`config.mk`:
```
export PLATFORM = sky130hd
export DESIGN_NAME = cxs_core
export DESIGN_NICKNAME = d
export VERILOG_FILES = /design/src/cxs_core.v
export VERILOG_INCLUDE_DIRS = /design/src
export SDC_FILE = /design/constraint.sdc
export NUM_CORES = 2
export LEC_CHECK = 0
export ABC_AREA = 1
export BUFFER_PORTS_ARGS = -buffer_cell sky130_fd_sc_hd__buf_2
export CAP_MARGIN = 10
export CORE_UTILIZATION = 35
export DETAILED_ROUTE_END_ITERATION = 6
export HOLD_SLACK_MARGIN = 0.1
export PLACE_DENSITY_LB_ADDON = 0.08
export RECOVER_POWER = 25
export SETUP_SLACK_MARGIN = 0.02
export SYNTH_ARGS = -nofsm -noshare
export SYNTH_HDL_FRONTEND = slang
export SYNTH_SLANG_ARGS = --single-unit
export TNS_END_PERCENT = 100
```
`constraint.sdc`:
```
create_clock -name clock -period 6.45 [get_ports clock]
set_input_delay 1.29 -clock clock [delete_from_list [all_inputs] [get_ports clock]]
set_output_delay 1.29 -clock clock [all_outputs]
set_load 0.02 [all_outputs]
```
`src/cxs_core_defs.vh`:
```
// Constants for the execution core: opcodes, flag positions, reset values.
// Assumes one core clock and synchronous active-high reset.
`ifndef CXS_CORE_DEFS_VH
`define CXS_CORE_DEFS_VH

// Reset values and the interrupt hold-off loaded by a stack pointer low write
`define CXS_RESET_VECTOR 16'h0000
`define CXS_SP_TOP       16'h0fff
`define CXS_HOLDOFF      3'h4

// Flag bit positions
`define CXS_FLAG_C 0
`define CXS_FLAG_Z 1
`define CXS_FLAG_N 2
`define CXS_FLAG_V 3
`define CXS_FLAG_S 4
`define CXS_FLAG_H 5
`define CXS_FLAG_I 7

// I/O addresses inside the core and base of outside I/O
`define CXS_IO_SPL  6'h3d
`define CXS_IO_SPH  6'h3e
`define CXS_IO_RESULT_FLAGS_REGISTER 6'h3f
`define CXS_IO_HI   10'h000

// Register indices
`define CXS_PAIR_BASE 5'h18
`define CXS_PTR_BASE  5'h1a
`define CXS_MUL_DST   5'h00

// Major opcodes, instruction bits 15:12
`define CXS_OP_ARITH 4'h0
`define CXS_OP_LOGIC 4'h1
`define CXS_OP_MUL   4'h2
`define CXS_OP_WORD  4'h3
`define CXS_OP_SUBI  4'h4
`define CXS_OP_ANDI  4'h5
`define CXS_OP_ORI   4'h6
`define CXS_OP_LDI   4'h7
`define CXS_OP_CPI   4'h8
`define CXS_OP_UNARY 4'h9
`define CXS_OP_LDST  4'ha
`define CXS_OP_STACK 4'hb
`define CXS_OP_IO    4'hc
`define CXS_OP_RJMP  4'hd
`define CXS_OP_RELATIVE_SUBROUTINE_INVOKE 4'he
`define CXS_OP_MISC  4'hf

// Unary sub-operations, bits 10:8
`define CXS_UN_INC  3'h0
`define CXS_UN_DEC  3'h1
`define CXS_UN_COM  3'h2
`define CXS_UN_NEG  3'h3
`define CXS_UN_LSR  3'h4
`define CXS_UN_ROR  3'h5
`define CXS_UN_BSET 3'h6
`define CXS_UN_BCLR 3'h7

// Addressing modes, bits 10:8
`define CXS_AM_IND  3'h0
`define CXS_AM_INC  3'h1
`define CXS_AM_DEC  3'h2
`define CXS_AM_DISP 3'h3
`define CXS_AM_DIR  3'h4

// Flow sub-operations, bits 10:8 with bit 11 low
`define CXS_FL_JMP   3'h0
`define CXS_FL_CALL  3'h1
`define CXS_FL_IJMP  3'h2
`define CXS_FL_INDIRECT_SUBROUTINE_INVOKE 3'h3
`define CXS_FL_RET   3'h4
`define CXS_FL_INTERRUPT_EXIT  3'h5

`endif

```
`src/cxs_core.v`:
```
// Execution core: fetch, ALU, multiplier, register file and stack pointer.
// Assumes program and data memories answer combinationally to the
// registered addresses; interrupt request is a level from a controller.
`timescale 1ns/1ps
`include "cxs_core_defs.vh"

module cxs_core (
	input  wire        clock,
	input  wire        reset,
	output wire [15:0] prog_addr,
	input  wire [15:0] prog_data,
	output wire [15:0] dm_addr,
	output wire [7:0]  dm_wdata,
	output wire        dm_we,
	output wire        dm_re,
	input  wire [7:0]  dm_rdata,
	input  wire        irq_req,
	input  wire [15:0] irq_vector,
	output wire        irq_ack,
	output wire [7:0]  result_flags_register,
	output wire [15:0] stack_pointer
);

	localparam [5:0] ST_EXEC  = 6'h01;
	localparam [5:0] ST_MUL   = 6'h02;
	localparam [5:0] ST_LOAD  = 6'h04;
	localparam [5:0] ST_PUSH2 = 6'h08;
	localparam [5:0] ST_RET1  = 6'h10;
	localparam [5:0] ST_RET2  = 6'h20;

	reg  [7:0]  rf_ff [0:31];
	reg  [5:0]  state_ff, nxt_state;
	reg  [15:0] pc_ff, nxt_pc;
	reg  [15:0] ir_ff, nxt_ir;
	reg         irok_ff, nxt_irok;
	reg  [7:0]  flags_ff, nxt_flags;
	reg  [7:0]  sp_lo_ff, nxt_sp_lo;
	reg  [7:0]  sp_hi_ff, nxt_sp_hi;
	reg  [2:0]  hold_ff, nxt_hold;
	reg  [15:0] ret_ff, nxt_ret;
	reg  [15:0] tgt_ff, nxt_tgt;
	reg  [15:0] dm_addr_ff, nxt_dm_addr;
	reg  [7:0]  dm_wdata_ff, nxt_dm_wdata;
	reg         dm_we_ff, nxt_dm_we;
	reg         dm_re_ff, nxt_dm_re;
	reg         ack_ff, nxt_ack;
	reg         rf_we8, rf_we16, advance, do_push;
	reg  [4:0]  rf_wa8, rf_wa16;
	reg  [7:0]  rf_wd8;
	reg  [15:0] rf_wd16, ea;
	reg  [7:0]  ax, by, lr, alu_r, alu_f;
	reg         asub, acin, use_add, lc;
	reg  [8:0]  sum9;
	reg  [16:0] w17;
	reg  [7:0]  w_f, m_f;
	reg  [8:0]  ma, mb;
	reg  [17:0] mprod;
	reg  [15:0] mres;

	// Instruction fields
	wire [3:0]  op   = ir_ff[15:12];
	wire [4:0]  rd   = ir_ff[4:0];
	wire [4:0]  rda  = ir_ff[9:5];
	wire [4:0]  rdh  = {1'b1, ir_ff[7:4]};
	wire [7:0]  imm8 = {ir_ff[11:8], ir_ff[3:0]};
	wire [2:0]  sub3 = ir_ff[10:8];
	wire        immop = (op >= `CXS_OP_SUBI) && (op <= `CXS_OP_CPI);
	wire [7:0]  opa = immop ? rf_ff[rdh] : rf_ff[rda];
	wire [7:0]  opb = immop ? imm8 : rf_ff[ir_ff[4:0]];
	wire [7:0]  una = rf_ff[rd];
	wire [4:0]  pidx = `CXS_PAIR_BASE + {2'b00, ir_ff[10:9], 1'b0};
	wire [15:0] pval = {rf_ff[pidx + 5'h01], rf_ff[pidx]};
	wire [4:0]  xidx = `CXS_PTR_BASE + {2'b00, ir_ff[7:6], 1'b0};
	wire [15:0] ptr  = {rf_ff[xidx + 5'h01], rf_ff[xidx]};
	wire [15:0] zptr = {rf_ff[5'h1f], rf_ff[5'h1e]};
	wire [15:0] sp   = {sp_hi_ff, sp_lo_ff};
	wire [15:0] sp_top = `CXS_SP_TOP;                          // Split per byte
	wire        two_word = (sub3 == `CXS_AM_DISP) || (sub3 == `CXS_AM_DIR);
	wire        irq_take = irq_req && flags_ff[`CXS_FLAG_I] &&
	                       (hold_ff == 3'h0);

	// 8-bit ALU: adder path and logic path with flag results
	always @*
	begin
		ax = opa;
		by = opb;
		asub = 1'b0;
		acin = 1'b0;
		use_add = 1'b1;
		lr = opa;
		lc = flags_ff[`CXS_FLAG_C];
		case (op)
		`CXS_OP_ARITH:
		begin
			asub = ir_ff[11];
			acin = ir_ff[10] & flags_ff[`CXS_FLAG_C];
		end
		`CXS_OP_SUBI, `CXS_OP_CPI: asub = 1'b1;
		`CXS_OP_UNARY:
		begin
			ax = una;
			by = 8'h01;
			case (sub3)
			`CXS_UN_INC: asub = 1'b0;
			`CXS_UN_DEC: asub = 1'b1;
			`CXS_UN_NEG:
			begin
				ax = 8'h00;
				by = una;
				asub = 1'b1;
			end
			default: use_add = 1'b0;
			endcase
		end
		default: use_add = 1'b0;
		endcase
		sum9 = asub ? ({1'b0, ax} - {1'b0, by} - {8'h00, acin})
		            : ({1'b0, ax} + {1'b0, by} + {8'h00, acin});
		case (op)
		`CXS_OP_LOGIC:
			case (ir_ff[11:10])
			2'h0: lr = opa & opb;
			2'h1: lr = opa | opb;
			2'h2: lr = opa ^ opb;
			default: lr = opb;
			endcase
		`CXS_OP_ANDI: lr = opa & opb;
		`CXS_OP_ORI: lr = opa | opb;
		`CXS_OP_LDI: lr = opb;
		`CXS_OP_UNARY:
			case (sub3)
			`CXS_UN_COM:
			begin
				lr = ~una;
				lc = 1'b1;
			end
			`CXS_UN_LSR:
			begin
				lr = {1'b0, una[7:1]};
				lc = una[0];
			end
			`CXS_UN_ROR:
			begin
				lr = {flags_ff[`CXS_FLAG_C], una[7:1]};
				lc = una[0];
			end
			default: lr = una;
			endcase
		default: lr = opa;
		endcase
		alu_r = use_add ? sum9[7:0] : lr;
		// Flags reflect the result just produced
		alu_f = flags_ff;
		alu_f[`CXS_FLAG_N] = alu_r[7];
		alu_f[`CXS_FLAG_Z] = (alu_r == 8'h00);
		if (use_add)
		begin
			alu_f[`CXS_FLAG_H] = asub ?
				(~ax[3] & by[3]) | (by[3] & alu_r[3]) | (alu_r[3] & ~ax[3]) :
				(ax[3] & by[3]) | (by[3] & ~alu_r[3]) | (~alu_r[3] & ax[3]);
			alu_f[`CXS_FLAG_V] = asub ?
				(ax[7] & ~by[7] & ~alu_r[7]) | (~ax[7] & by[7] & alu_r[7]) :
				(ax[7] & by[7] & ~alu_r[7]) | (~ax[7] & ~by[7] & alu_r[7]);
			if (op != `CXS_OP_UNARY || sub3 == `CXS_UN_NEG)
				alu_f[`CXS_FLAG_C] = sum9[8];
		end
		else
		begin
			alu_f[`CXS_FLAG_C] = lc;
			alu_f[`CXS_FLAG_V] = (op == `CXS_OP_UNARY &&
				(sub3 == `CXS_UN_LSR || sub3 == `CXS_UN_ROR)) ?
				(alu_r[7] ^ lc) : 1'b0;
		end
		alu_f[`CXS_FLAG_S] = alu_f[`CXS_FLAG_N] ^ alu_f[`CXS_FLAG_V];
	end

	// 16-bit pair add/subtract of a six-bit constant and the multiplier
	always @*
	begin
		w17 = ir_ff[11] ? ({1'b0, pval} - {11'h000, ir_ff[5:0]})
		                : ({1'b0, pval} + {11'h000, ir_ff[5:0]});
		w_f = flags_ff;
		w_f[`CXS_FLAG_C] = w17[16];
		w_f[`CXS_FLAG_Z] = (w17[15:0] == 16'h0000);
		w_f[`CXS_FLAG_N] = w17[15];
		w_f[`CXS_FLAG_V] = ir_ff[11] ? (pval[15] & ~w17[15])
		                             : (~pval[15] & w17[15]);
		w_f[`CXS_FLAG_S] = w_f[`CXS_FLAG_N] ^ w_f[`CXS_FLAG_V];
		// Bits 11:10 pick unsigned, signed or signed-by-unsigned
		ma = {ir_ff[11:10] != 2'h0 && rf_ff[rdh][7], rf_ff[rdh]};
		mb = {ir_ff[11:10] == 2'h1 && rf_ff[{1'b1, ir_ff[3:0]}][7],
		      rf_ff[{1'b1, ir_ff[3:0]}]};
		mprod = $signed(ma) * $signed(mb);
		mres = ir_ff[8] ? {mprod[14:0], 1'b0} : mprod[15:0];
		m_f = flags_ff;
		m_f[`CXS_FLAG_C] = mprod[15];
		m_f[`CXS_FLAG_Z] = (mres == 16'h0000);
	end

	// Next-state logic for fetch, execute and stack sequencing
	always @*
	begin
		nxt_state = state_ff;
		nxt_pc = pc_ff;
		nxt_ir = ir_ff;
		nxt_irok = irok_ff;
		nxt_flags = flags_ff;
		{nxt_sp_hi, nxt_sp_lo} = sp;
		nxt_hold = hold_ff;
		nxt_ret = ret_ff;
		nxt_tgt = tgt_ff;
		nxt_dm_addr = dm_addr_ff;
		nxt_dm_wdata = dm_wdata_ff;
		nxt_dm_we = 1'b0;
		nxt_dm_re = 1'b0;
		nxt_ack = 1'b0;
		rf_we8 = 1'b0;
		rf_wa8 = rd;
		rf_wd8 = alu_r;
		rf_we16 = 1'b0;
		rf_wa16 = pidx;
		rf_wd16 = w17[15:0];
		advance = 1'b0;
		do_push = 1'b0;
		ea = ptr;
		case (state_ff)
		ST_EXEC:
			if (!irok_ff)
				advance = 1'b1;
			else if (irq_take)
			begin
				nxt_ret = pc_ff - 16'h0001;         // Re-run the held instruction
				nxt_tgt = irq_vector;
				nxt_flags[`CXS_FLAG_I] = 1'b0;      // Other flags untouched
				nxt_ack = 1'b1;
				do_push = 1'b1;
			end
			else
			begin
				advance = 1'b1;
				if (hold_ff != 3'h0)
					nxt_hold = hold_ff - 3'h1;
				case (op)
				`CXS_OP_ARITH, `CXS_OP_LOGIC, `CXS_OP_SUBI, `CXS_OP_ANDI,
				`CXS_OP_ORI, `CXS_OP_LDI:
				begin
					rf_we8 = 1'b1;
					rf_wa8 = immop ? rdh : rda;
					if (op != `CXS_OP_LDI &&
					    !(op == `CXS_OP_LOGIC && ir_ff[11:10] == 2'h3))
						nxt_flags = alu_f;
				end
				`CXS_OP_CPI: nxt_flags = alu_f;
				`CXS_OP_UNARY:
					if (sub3 == `CXS_UN_BSET)
						nxt_flags[ir_ff[7:5]] = 1'b1;
					else if (sub3 == `CXS_UN_BCLR)
						nxt_flags[ir_ff[7:5]] = 1'b0;
					else
					begin
						rf_we8 = 1'b1;
						nxt_flags = alu_f;
					end
				`CXS_OP_WORD:
				begin
					rf_we16 = 1'b1;
					nxt_flags = w_f;
				end
				`CXS_OP_MUL:
				begin
					advance = 1'b0;
					nxt_state = ST_MUL;
				end
				`CXS_OP_LDST:
				begin
					case (sub3)
					`CXS_AM_DEC: ea = ptr - 16'h0001;
					`CXS_AM_DISP: ea = ptr + prog_data;
					`CXS_AM_DIR: ea = prog_data;
					default: ea = ptr;
					endcase
					rf_wa16 = xidx;
					rf_we16 = (sub3 == `CXS_AM_INC) || (sub3 == `CXS_AM_DEC);
					rf_wd16 = (sub3 == `CXS_AM_INC) ? ptr + 16'h0001 : ea;
					nxt_dm_addr = ea;
					nxt_dm_wdata = una;
					nxt_dm_we = ir_ff[11];
					nxt_dm_re = !ir_ff[11];
					if (two_word)
					begin
						nxt_pc = pc_ff + 16'h0001;
						advance = 1'b0;
						nxt_irok = ir_ff[11] ? 1'b0 : irok_ff;
					end
					if (!ir_ff[11])
					begin
						advance = 1'b0;
						nxt_state = ST_LOAD;
					end
				end
				`CXS_OP_STACK:
					if (!ir_ff[11])
					begin
						nxt_dm_we = 1'b1;
						nxt_dm_addr = sp;
						nxt_dm_wdata = una;
						{nxt_sp_hi, nxt_sp_lo} = sp - 16'h0001;
					end
					else
					begin
						nxt_dm_re = 1'b1;
						nxt_dm_addr = sp + 16'h0001;
						{nxt_sp_hi, nxt_sp_lo} = sp + 16'h0001;
						advance = 1'b0;
						nxt_state = ST_LOAD;
					end
				`CXS_OP_IO:
					if (ir_ff[11])
					begin
						nxt_hold = 3'h0;
						if (ir_ff[10:5] == `CXS_IO_SPL)
						begin
							nxt_sp_lo = una;
							nxt_hold = `CXS_HOLDOFF;
						end
						else if (ir_ff[10:5] == `CXS_IO_SPH)
							nxt_sp_hi = una;
						else if (ir_ff[10:5] == `CXS_IO_RESULT_FLAGS_REGISTER)
							nxt_flags = una;
						else
						begin
							nxt_dm_we = 1'b1;
							nxt_dm_addr = {`CXS_IO_HI, ir_ff[10:5]};
							nxt_dm_wdata = una;
						end
					end
					else if (ir_ff[10:5] == `CXS_IO_SPL)
					begin
						rf_we8 = 1'b1;
						rf_wd8 = sp_lo_ff;
					end
					else if (ir_ff[10:5] == `CXS_IO_SPH)
					begin
						rf_we8 = 1'b1;
						rf_wd8 = sp_hi_ff;
					end
					else if (ir_ff[10:5] == `CXS_IO_RESULT_FLAGS_REGISTER)
					begin
						rf_we8 = 1'b1;
						rf_wd8 = flags_ff;
					end
					else
					begin
						nxt_dm_re = 1'b1;
						nxt_dm_addr = {`CXS_IO_HI, ir_ff[10:5]};
						advance = 1'b0;
						nxt_state = ST_LOAD;
					end
				`CXS_OP_RJMP:
				begin
					advance = 1'b0;
					nxt_pc = pc_ff + {{4{ir_ff[11]}}, ir_ff[11:0]};
					nxt_irok = 1'b0;
				end
				`CXS_OP_RELATIVE_SUBROUTINE_INVOKE:
				begin
					nxt_ret = pc_ff;
					nxt_tgt = pc_ff + {{4{ir_ff[11]}}, ir_ff[11:0]};
					do_push = 1'b1;
				end
				default:
					if (ir_ff[11])
					begin
						if (flags_ff[ir_ff[10:8]])
						begin
							advance = 1'b0;
							nxt_pc = pc_ff + {{8{ir_ff[7]}}, ir_ff[7:0]};
							nxt_irok = 1'b0;
						end
					end
					else
						case (sub3)
						`CXS_FL_JMP, `CXS_FL_IJMP:
						begin
							advance = 1'b0;
							nxt_pc = (sub3 == `CXS_FL_JMP) ? prog_data : zptr;
							nxt_irok = 1'b0;
						end
						`CXS_FL_CALL, `CXS_FL_INDIRECT_SUBROUTINE_INVOKE:
						begin
							nxt_ret = (sub3 == `CXS_FL_CALL) ?
								pc_ff + 16'h0001 : pc_ff;
							nxt_tgt = (sub3 == `CXS_FL_CALL) ? prog_data : zptr;
							do_push = 1'b1;
						end
						`CXS_FL_RET, `CXS_FL_INTERRUPT_EXIT:
						begin
							advance = 1'b0;
							nxt_dm_re = 1'b1;
							nxt_dm_addr = sp + 16'h0001;
							{nxt_sp_hi, nxt_sp_lo} = sp + 16'h0001;
							nxt_state = ST_RET1;
						end
						default: advance = 1'b1;
						endcase
				endcase
			end
		ST_MUL:
		begin
			rf_we16 = 1'b1;
			rf_wa16 = `CXS_MUL_DST;
			rf_wd16 = mres;
			nxt_flags = m_f;
			advance = 1'b1;
			nxt_state = ST_EXEC;
		end
		ST_LOAD:
		begin
			rf_we8 = 1'b1;
			rf_wd8 = dm_rdata;
			advance = 1'b1;
			nxt_state = ST_EXEC;
		end
		ST_PUSH2:
		begin
			nxt_dm_we = 1'b1;
			nxt_dm_addr = sp;
			nxt_dm_wdata = ret_ff[15:8];
			{nxt_sp_hi, nxt_sp_lo} = sp - 16'h0001;
			nxt_pc = tgt_ff;
			nxt_irok = 1'b0;
			nxt_state = ST_EXEC;
		end
		ST_RET1:
		begin
			nxt_ret = {dm_rdata, ret_ff[7:0]};             // High byte comes first
			nxt_dm_re = 1'b1;
			nxt_dm_addr = sp + 16'h0001;
			{nxt_sp_hi, nxt_sp_lo} = sp + 16'h0001;
			nxt_state = ST_RET2;
		end
		default:
		begin
			nxt_pc = {ret_ff[15:8], dm_rdata};
			nxt_irok = 1'b0;
			if (sub3 == `CXS_FL_INTERRUPT_EXIT)
				nxt_flags[`CXS_FLAG_I] = 1'b1;               // Only I is restored
			nxt_state = ST_EXEC;
		end
		endcase
		// First return byte (low) goes to the higher address
		if (do_push)
		begin
			advance = 1'b0;
			nxt_dm_we = 1'b1;
			nxt_dm_addr = sp;
			nxt_dm_wdata = nxt_ret[7:0];
			{nxt_sp_hi, nxt_sp_lo} = sp - 16'h0001;
			nxt_state = ST_PUSH2;
		end
		// Take the prefetched word and fetch the following one
		if (advance)
		begin
			nxt_ir = prog_data;
			nxt_pc = pc_ff + 16'h0001;
			nxt_irok = 1'b1;
		end
	end

	// Working register file, one write path per entry
	genvar gi;
	generate
		for (gi = 0; gi < 32; gi = gi + 1)
		begin : g_rf
			localparam [4:0] IDX = gi;
			always @(posedge clock)
			begin
				if (reset)
					rf_ff[IDX] <= 8'h00;
				else if (rf_we8 && rf_wa8 == IDX)
					rf_ff[IDX] <= rf_wd8;
				else if (rf_we16 && rf_wa16 == IDX)
					rf_ff[IDX] <= rf_wd16[7:0];
				else if (rf_we16 && rf_wa16 + 5'h01 == IDX)
					rf_ff[IDX] <= rf_wd16[15:8];
			end
		end
	endgenerate

	// All control state on the undivided core clock
	always @(posedge clock)
	begin
		if (reset)
		begin
			state_ff <= ST_EXEC;
			pc_ff <= `CXS_RESET_VECTOR;
			ir_ff <= 16'h0000;
			irok_ff <= 1'b0;
			flags_ff <= 8'h00;
			sp_lo_ff <= sp_top[7:0];
			sp_hi_ff <= sp_top[15:8];
			hold_ff <= 3'h0;
			ret_ff <= 16'h0000;
			tgt_ff <= 16'h0000;
			dm_addr_ff <= 16'h0000;
			dm_wdata_ff <= 8'h00;
			dm_we_ff <= 1'b0;
			dm_re_ff <= 1'b0;
			ack_ff <= 1'b0;
		end
		else
		begin
			state_ff <= nxt_state;
			pc_ff <= nxt_pc;
			ir_ff <= nxt_ir;
			irok_ff <= nxt_irok;
			flags_ff <= nxt_flags;
			sp_lo_ff <= nxt_sp_lo;
			sp_hi_ff <= nxt_sp_hi;
			hold_ff <= nxt_hold;
			ret_ff <= nxt_ret;
			tgt_ff <= nxt_tgt;
			dm_addr_ff <= nxt_dm_addr;
			dm_wdata_ff <= nxt_dm_wdata;
			dm_we_ff <= nxt_dm_we;
			dm_re_ff <= nxt_dm_re;
			ack_ff <= nxt_ack;
		end
	end

	// Outputs straight from flip-flops
	assign prog_addr = pc_ff;
	assign dm_addr = dm_addr_ff;
	assign dm_wdata = dm_wdata_ff;
	assign dm_we = dm_we_ff;
	assign dm_re = dm_re_ff;
	assign irq_ack = ack_ff;
	assign result_flags_register = flags_ff;
	assign stack_pointer = sp;

endmodule

```
==> results by group <==
Run status
  – Outcome: finished with violations
  – Violated checks: design-rule violations, negative setup slack

Power and ir drop
  – Share of total power in the clock network: 15.0%
  – Comb power frac: 69.5%
  – Leak: 0.0189 uW
  – Total power draw: 20200 uW
  – Power per cell area: 452 nW/um^2
  – Sequential fraction of design power: 15.5%
  – Pint: 9650 uW
  – Maximum vdd drop: 0.481 mV
  – Switch share: 52.1%
  – NetSw: 10500 uW

Yosys
  – Post-synth cell types: 80
  – Largest area contributor in the netlist: edfxtp_1
  – Ranking of synthesized cells by area: edfxtp_1 (21%), nand2_1 (9.3%), o21ai_0 (8.8%)
  – Post-synthesis compound-gate area fraction: 28.2%
  – Post-synth EDFFs: 256
  – Post-synth top cells: nand2_1 (922), o21ai_0 (656), inv_1 (630)
  – Post-synth ARST share: 0%
  – Yosys warns: 0
  – Yosys top cell area share: 20.6%
  – Largest family of logic cells by synthesized area: compound AO/OA/AOI/OAI gates
  – Mapped Cells: 5491
  – Mux share of post-synthesis cell area: 0.0268%
  – Main flop type after synthesis: edfxtp_1
  – Sequential area share after synthesis: 27.8%
  – Most frequent cell after synthesis: nand2_1
  – Area of the mapped netlist: 37400 sq um
  – Xor-xnor portion of the synthesized cell area: 1.90%
  – Syn_area_per_cell: 6.81 sq um
  – Post-Synth Simple-Gate Area: 22.5%
  – Synthesis-stage register bit count: 391
  – Adder-cell share of the synthesized area: 8.40%
  – Post-Syn Nets: 5743

GRT
  – Gr ovfl total: 0
  – Vias in the first global route: 39400
  – GRT Overall Usage: 36.0%
  – First-pass GRT wire length: 284 mm
  – Largest net degree at the start of global routing: 76
  – Initial antenna violation count: 13

Timing
  – Slew headroom: 19.7%
  – Fmax: 0.147 GHz
  – Setup-failing EPs final: 56
  – Max-slew violations: 0
  – Clk_skew: 0.0413 ns
  – Hold Fails Final Rpt: 0
  – RSZ-0062 raised after global routing: true
  – Slew @ Worst Pin: 1.20 ns
  – Setup TNS: -9.36 ns
  – Final setup margin: -0.375 ns
  – Final period util: 106%
  – Min cycle time layout: 6.83 ns

Worst hold path
  – Hold WC Path Type: register to register

Detailed routing
  – Antenna Nets Post-Route: 0
  – Pre-Repair DR Iteration Count: 7
  – WL per Instance: 27.8 um
  – DRT Wirelength: 201 mm
  – Mean number of vias per cell: 6.02
  – DRC Markers: 2
  – DR vias: 43500
  – 1st-iter DRT viols: 5589

Cells and area
  – Area Overhead vs Synth: 19.2%
  – Layout cell share with drive strength beyond 1: 14.9%
  – Nets: 6052
  – Non-filler cells, final: 7236

Setup path
  – WS Path Type: register to register
  – Maximum net fanout on the critical path: 15
  – Slowest-stage cell, CP: fa_1
  – Worst EP arrival: 7.21 ns
  – CP startpoint kind: register
  – Worst R2R Setup Slack: -0.38 ns
  – Worst Path Required: 6.83 ns
  – Crit-path max cell delay: 0.55 ns
  – CP endpoint kind: register

Floorplanning
  – IO Pins: 110
  – Die footprint: 108000 sq um
  – Core area: 106000 sq um
  – Die Height: 329 um
  – Die X: 329 um
  – Initial core utilization: 35.4%
  – # rows: 119

Clock network
  – Clk_lat worst skew: 0.68 ns
  – Clock Path Buffers: 3
  – Cts hold-fix bufs: 0
  – CTS Buf Count: 51
  – Root Driver: clkbuf_16
  – Sinks on Clock Net: 391
  – H-tree Lvls: 2
  – CTS tree: built
  – Clock transition at the registers of the reported paths: 0.06 ns

Placement
  – Final GP Congestion: 1.02
  – Placed insts: 7111
  – Final HPWL DP: 155 mm
  – IO buf count: 109

Flow run
  – Max_cap viols: 0
## layout by cell type, fill, tap and decap left out, types with 54 or more instances in the layout
cell type / count
a21oi_1: 445
buf_4: 417
clkbuf_1: 76
clkbuf_16: 55
dfxtp_1: 127
edfxtp_1: 256
fa_1: 66
ha_1: 134
inv_1: 619
inv_2: 73
nand2_1: 900
nand3_1: 320
nor2_1: 530
o211ai_1: 182
o21ai_0: 633
o21ai_1: 54
o22ai_1: 175
xor2_1: 59
## stage by stage
step / cell area (sq um) / hold slack (ns) / utilization, % / setup WS, ns
floorplan: 37400 / 0.426 / - / 0.0293
global placement: 42100 / 0.442 / 39.9 / -0.644
detailed placement: 42100 / 0.444 / 39.9 / -0.648
CTS: 44100 / 0.456 / 41.8 / -0.373
global route: 44600 / 0.472 / 42.2 / -0.635
finish: 44600 / 0.453 / 42.2 / -0.375
## cells by family (layout without fill, tap and decap cells)
group / count (synthesis) / after routing
simple gates: 1983 / 1983
compound gates: 1785 / 1785
buf+inv: 1041 / 1392
flops: 391 / 391
fa+ha+maj: 209 / 209
xor+xnor: 81 / 81
mux: 1 / 1
other cells: 0 / 3
## critical path: cells and delay by family (launching register included)
kind,cells,cell delay (ns)
buf+inv,7,0.46
xor+xnor,1,0.11
simple gates,9,0.93
compound gates,11,1.82
fa+ha+maj,6,2.83
flops,1,0.39
## routing by layer
layer	track usage (%)	up-vias	part of all wire, %
li1	-	19700	-
met1	52.9	21100	45
met2	52.1	2430	41
met3	7.72	324	11
met4	10.4	12	3.3
met5	0	-	0.061
## final timing paths
kind                                  from           end  depth (start not counted)
worst min-delay path            tgt_ff[14]    tgt_ff[14]                          2
worst min register to register  tgt_ff[14]    tgt_ff[14]                          2
worst max register to register    register  rf_ff[25][7]                         34
worst max-delay path              register  rf_ff[25][7]                         34
## registers in the layout, indices dropped and copies added, names as in the netlist, 8 cells and up, named ones only
signal / cells
rf_ff: 256
result_flags_register: 8
dm_addr: 16
ir_ff: 16
dm_wdata: 8
sp_hi_ff: 8
prog_addr: 16
ret_ff: 16
sp_lo_ff: 8
tgt_ff: 16
## repair_timing
action | in CTS | in global routing
buffers inserted | 12 | 11
gates resized for setup | 58 | 111
gates cloned | 1 | 4
pin swaps | 32 | 50
setup endpoints to repair | 66 | 187
## layout make-up
class / count / area [sq um]
fillers: 11200 / 61000
multi-input cells: 4059 / 23300
flip-flops and latches: 391 / 10400
repair buffers: 594 / 4760
inverters: 703 / 2660
well taps: 1391 / 1740
clock buffers: 58 / 1310
clock inverters: 37 / 415
diodes: 3 / 7.51
## power by group through the flow
stage | Clock [uW] | Combinational, uW | Sequential, uW
floorplan | 0 | 6840 | 3070
global placement | 0 | 12900 | 3160
detailed placement | 0 | 12800 | 3160
CTS | 3070 | 13200 | 3100
global route | 3160 | 15100 | 3130
finish | 3030 | 14000 | 3120
No activity file was read; power rests on OpenSTA's default activity.
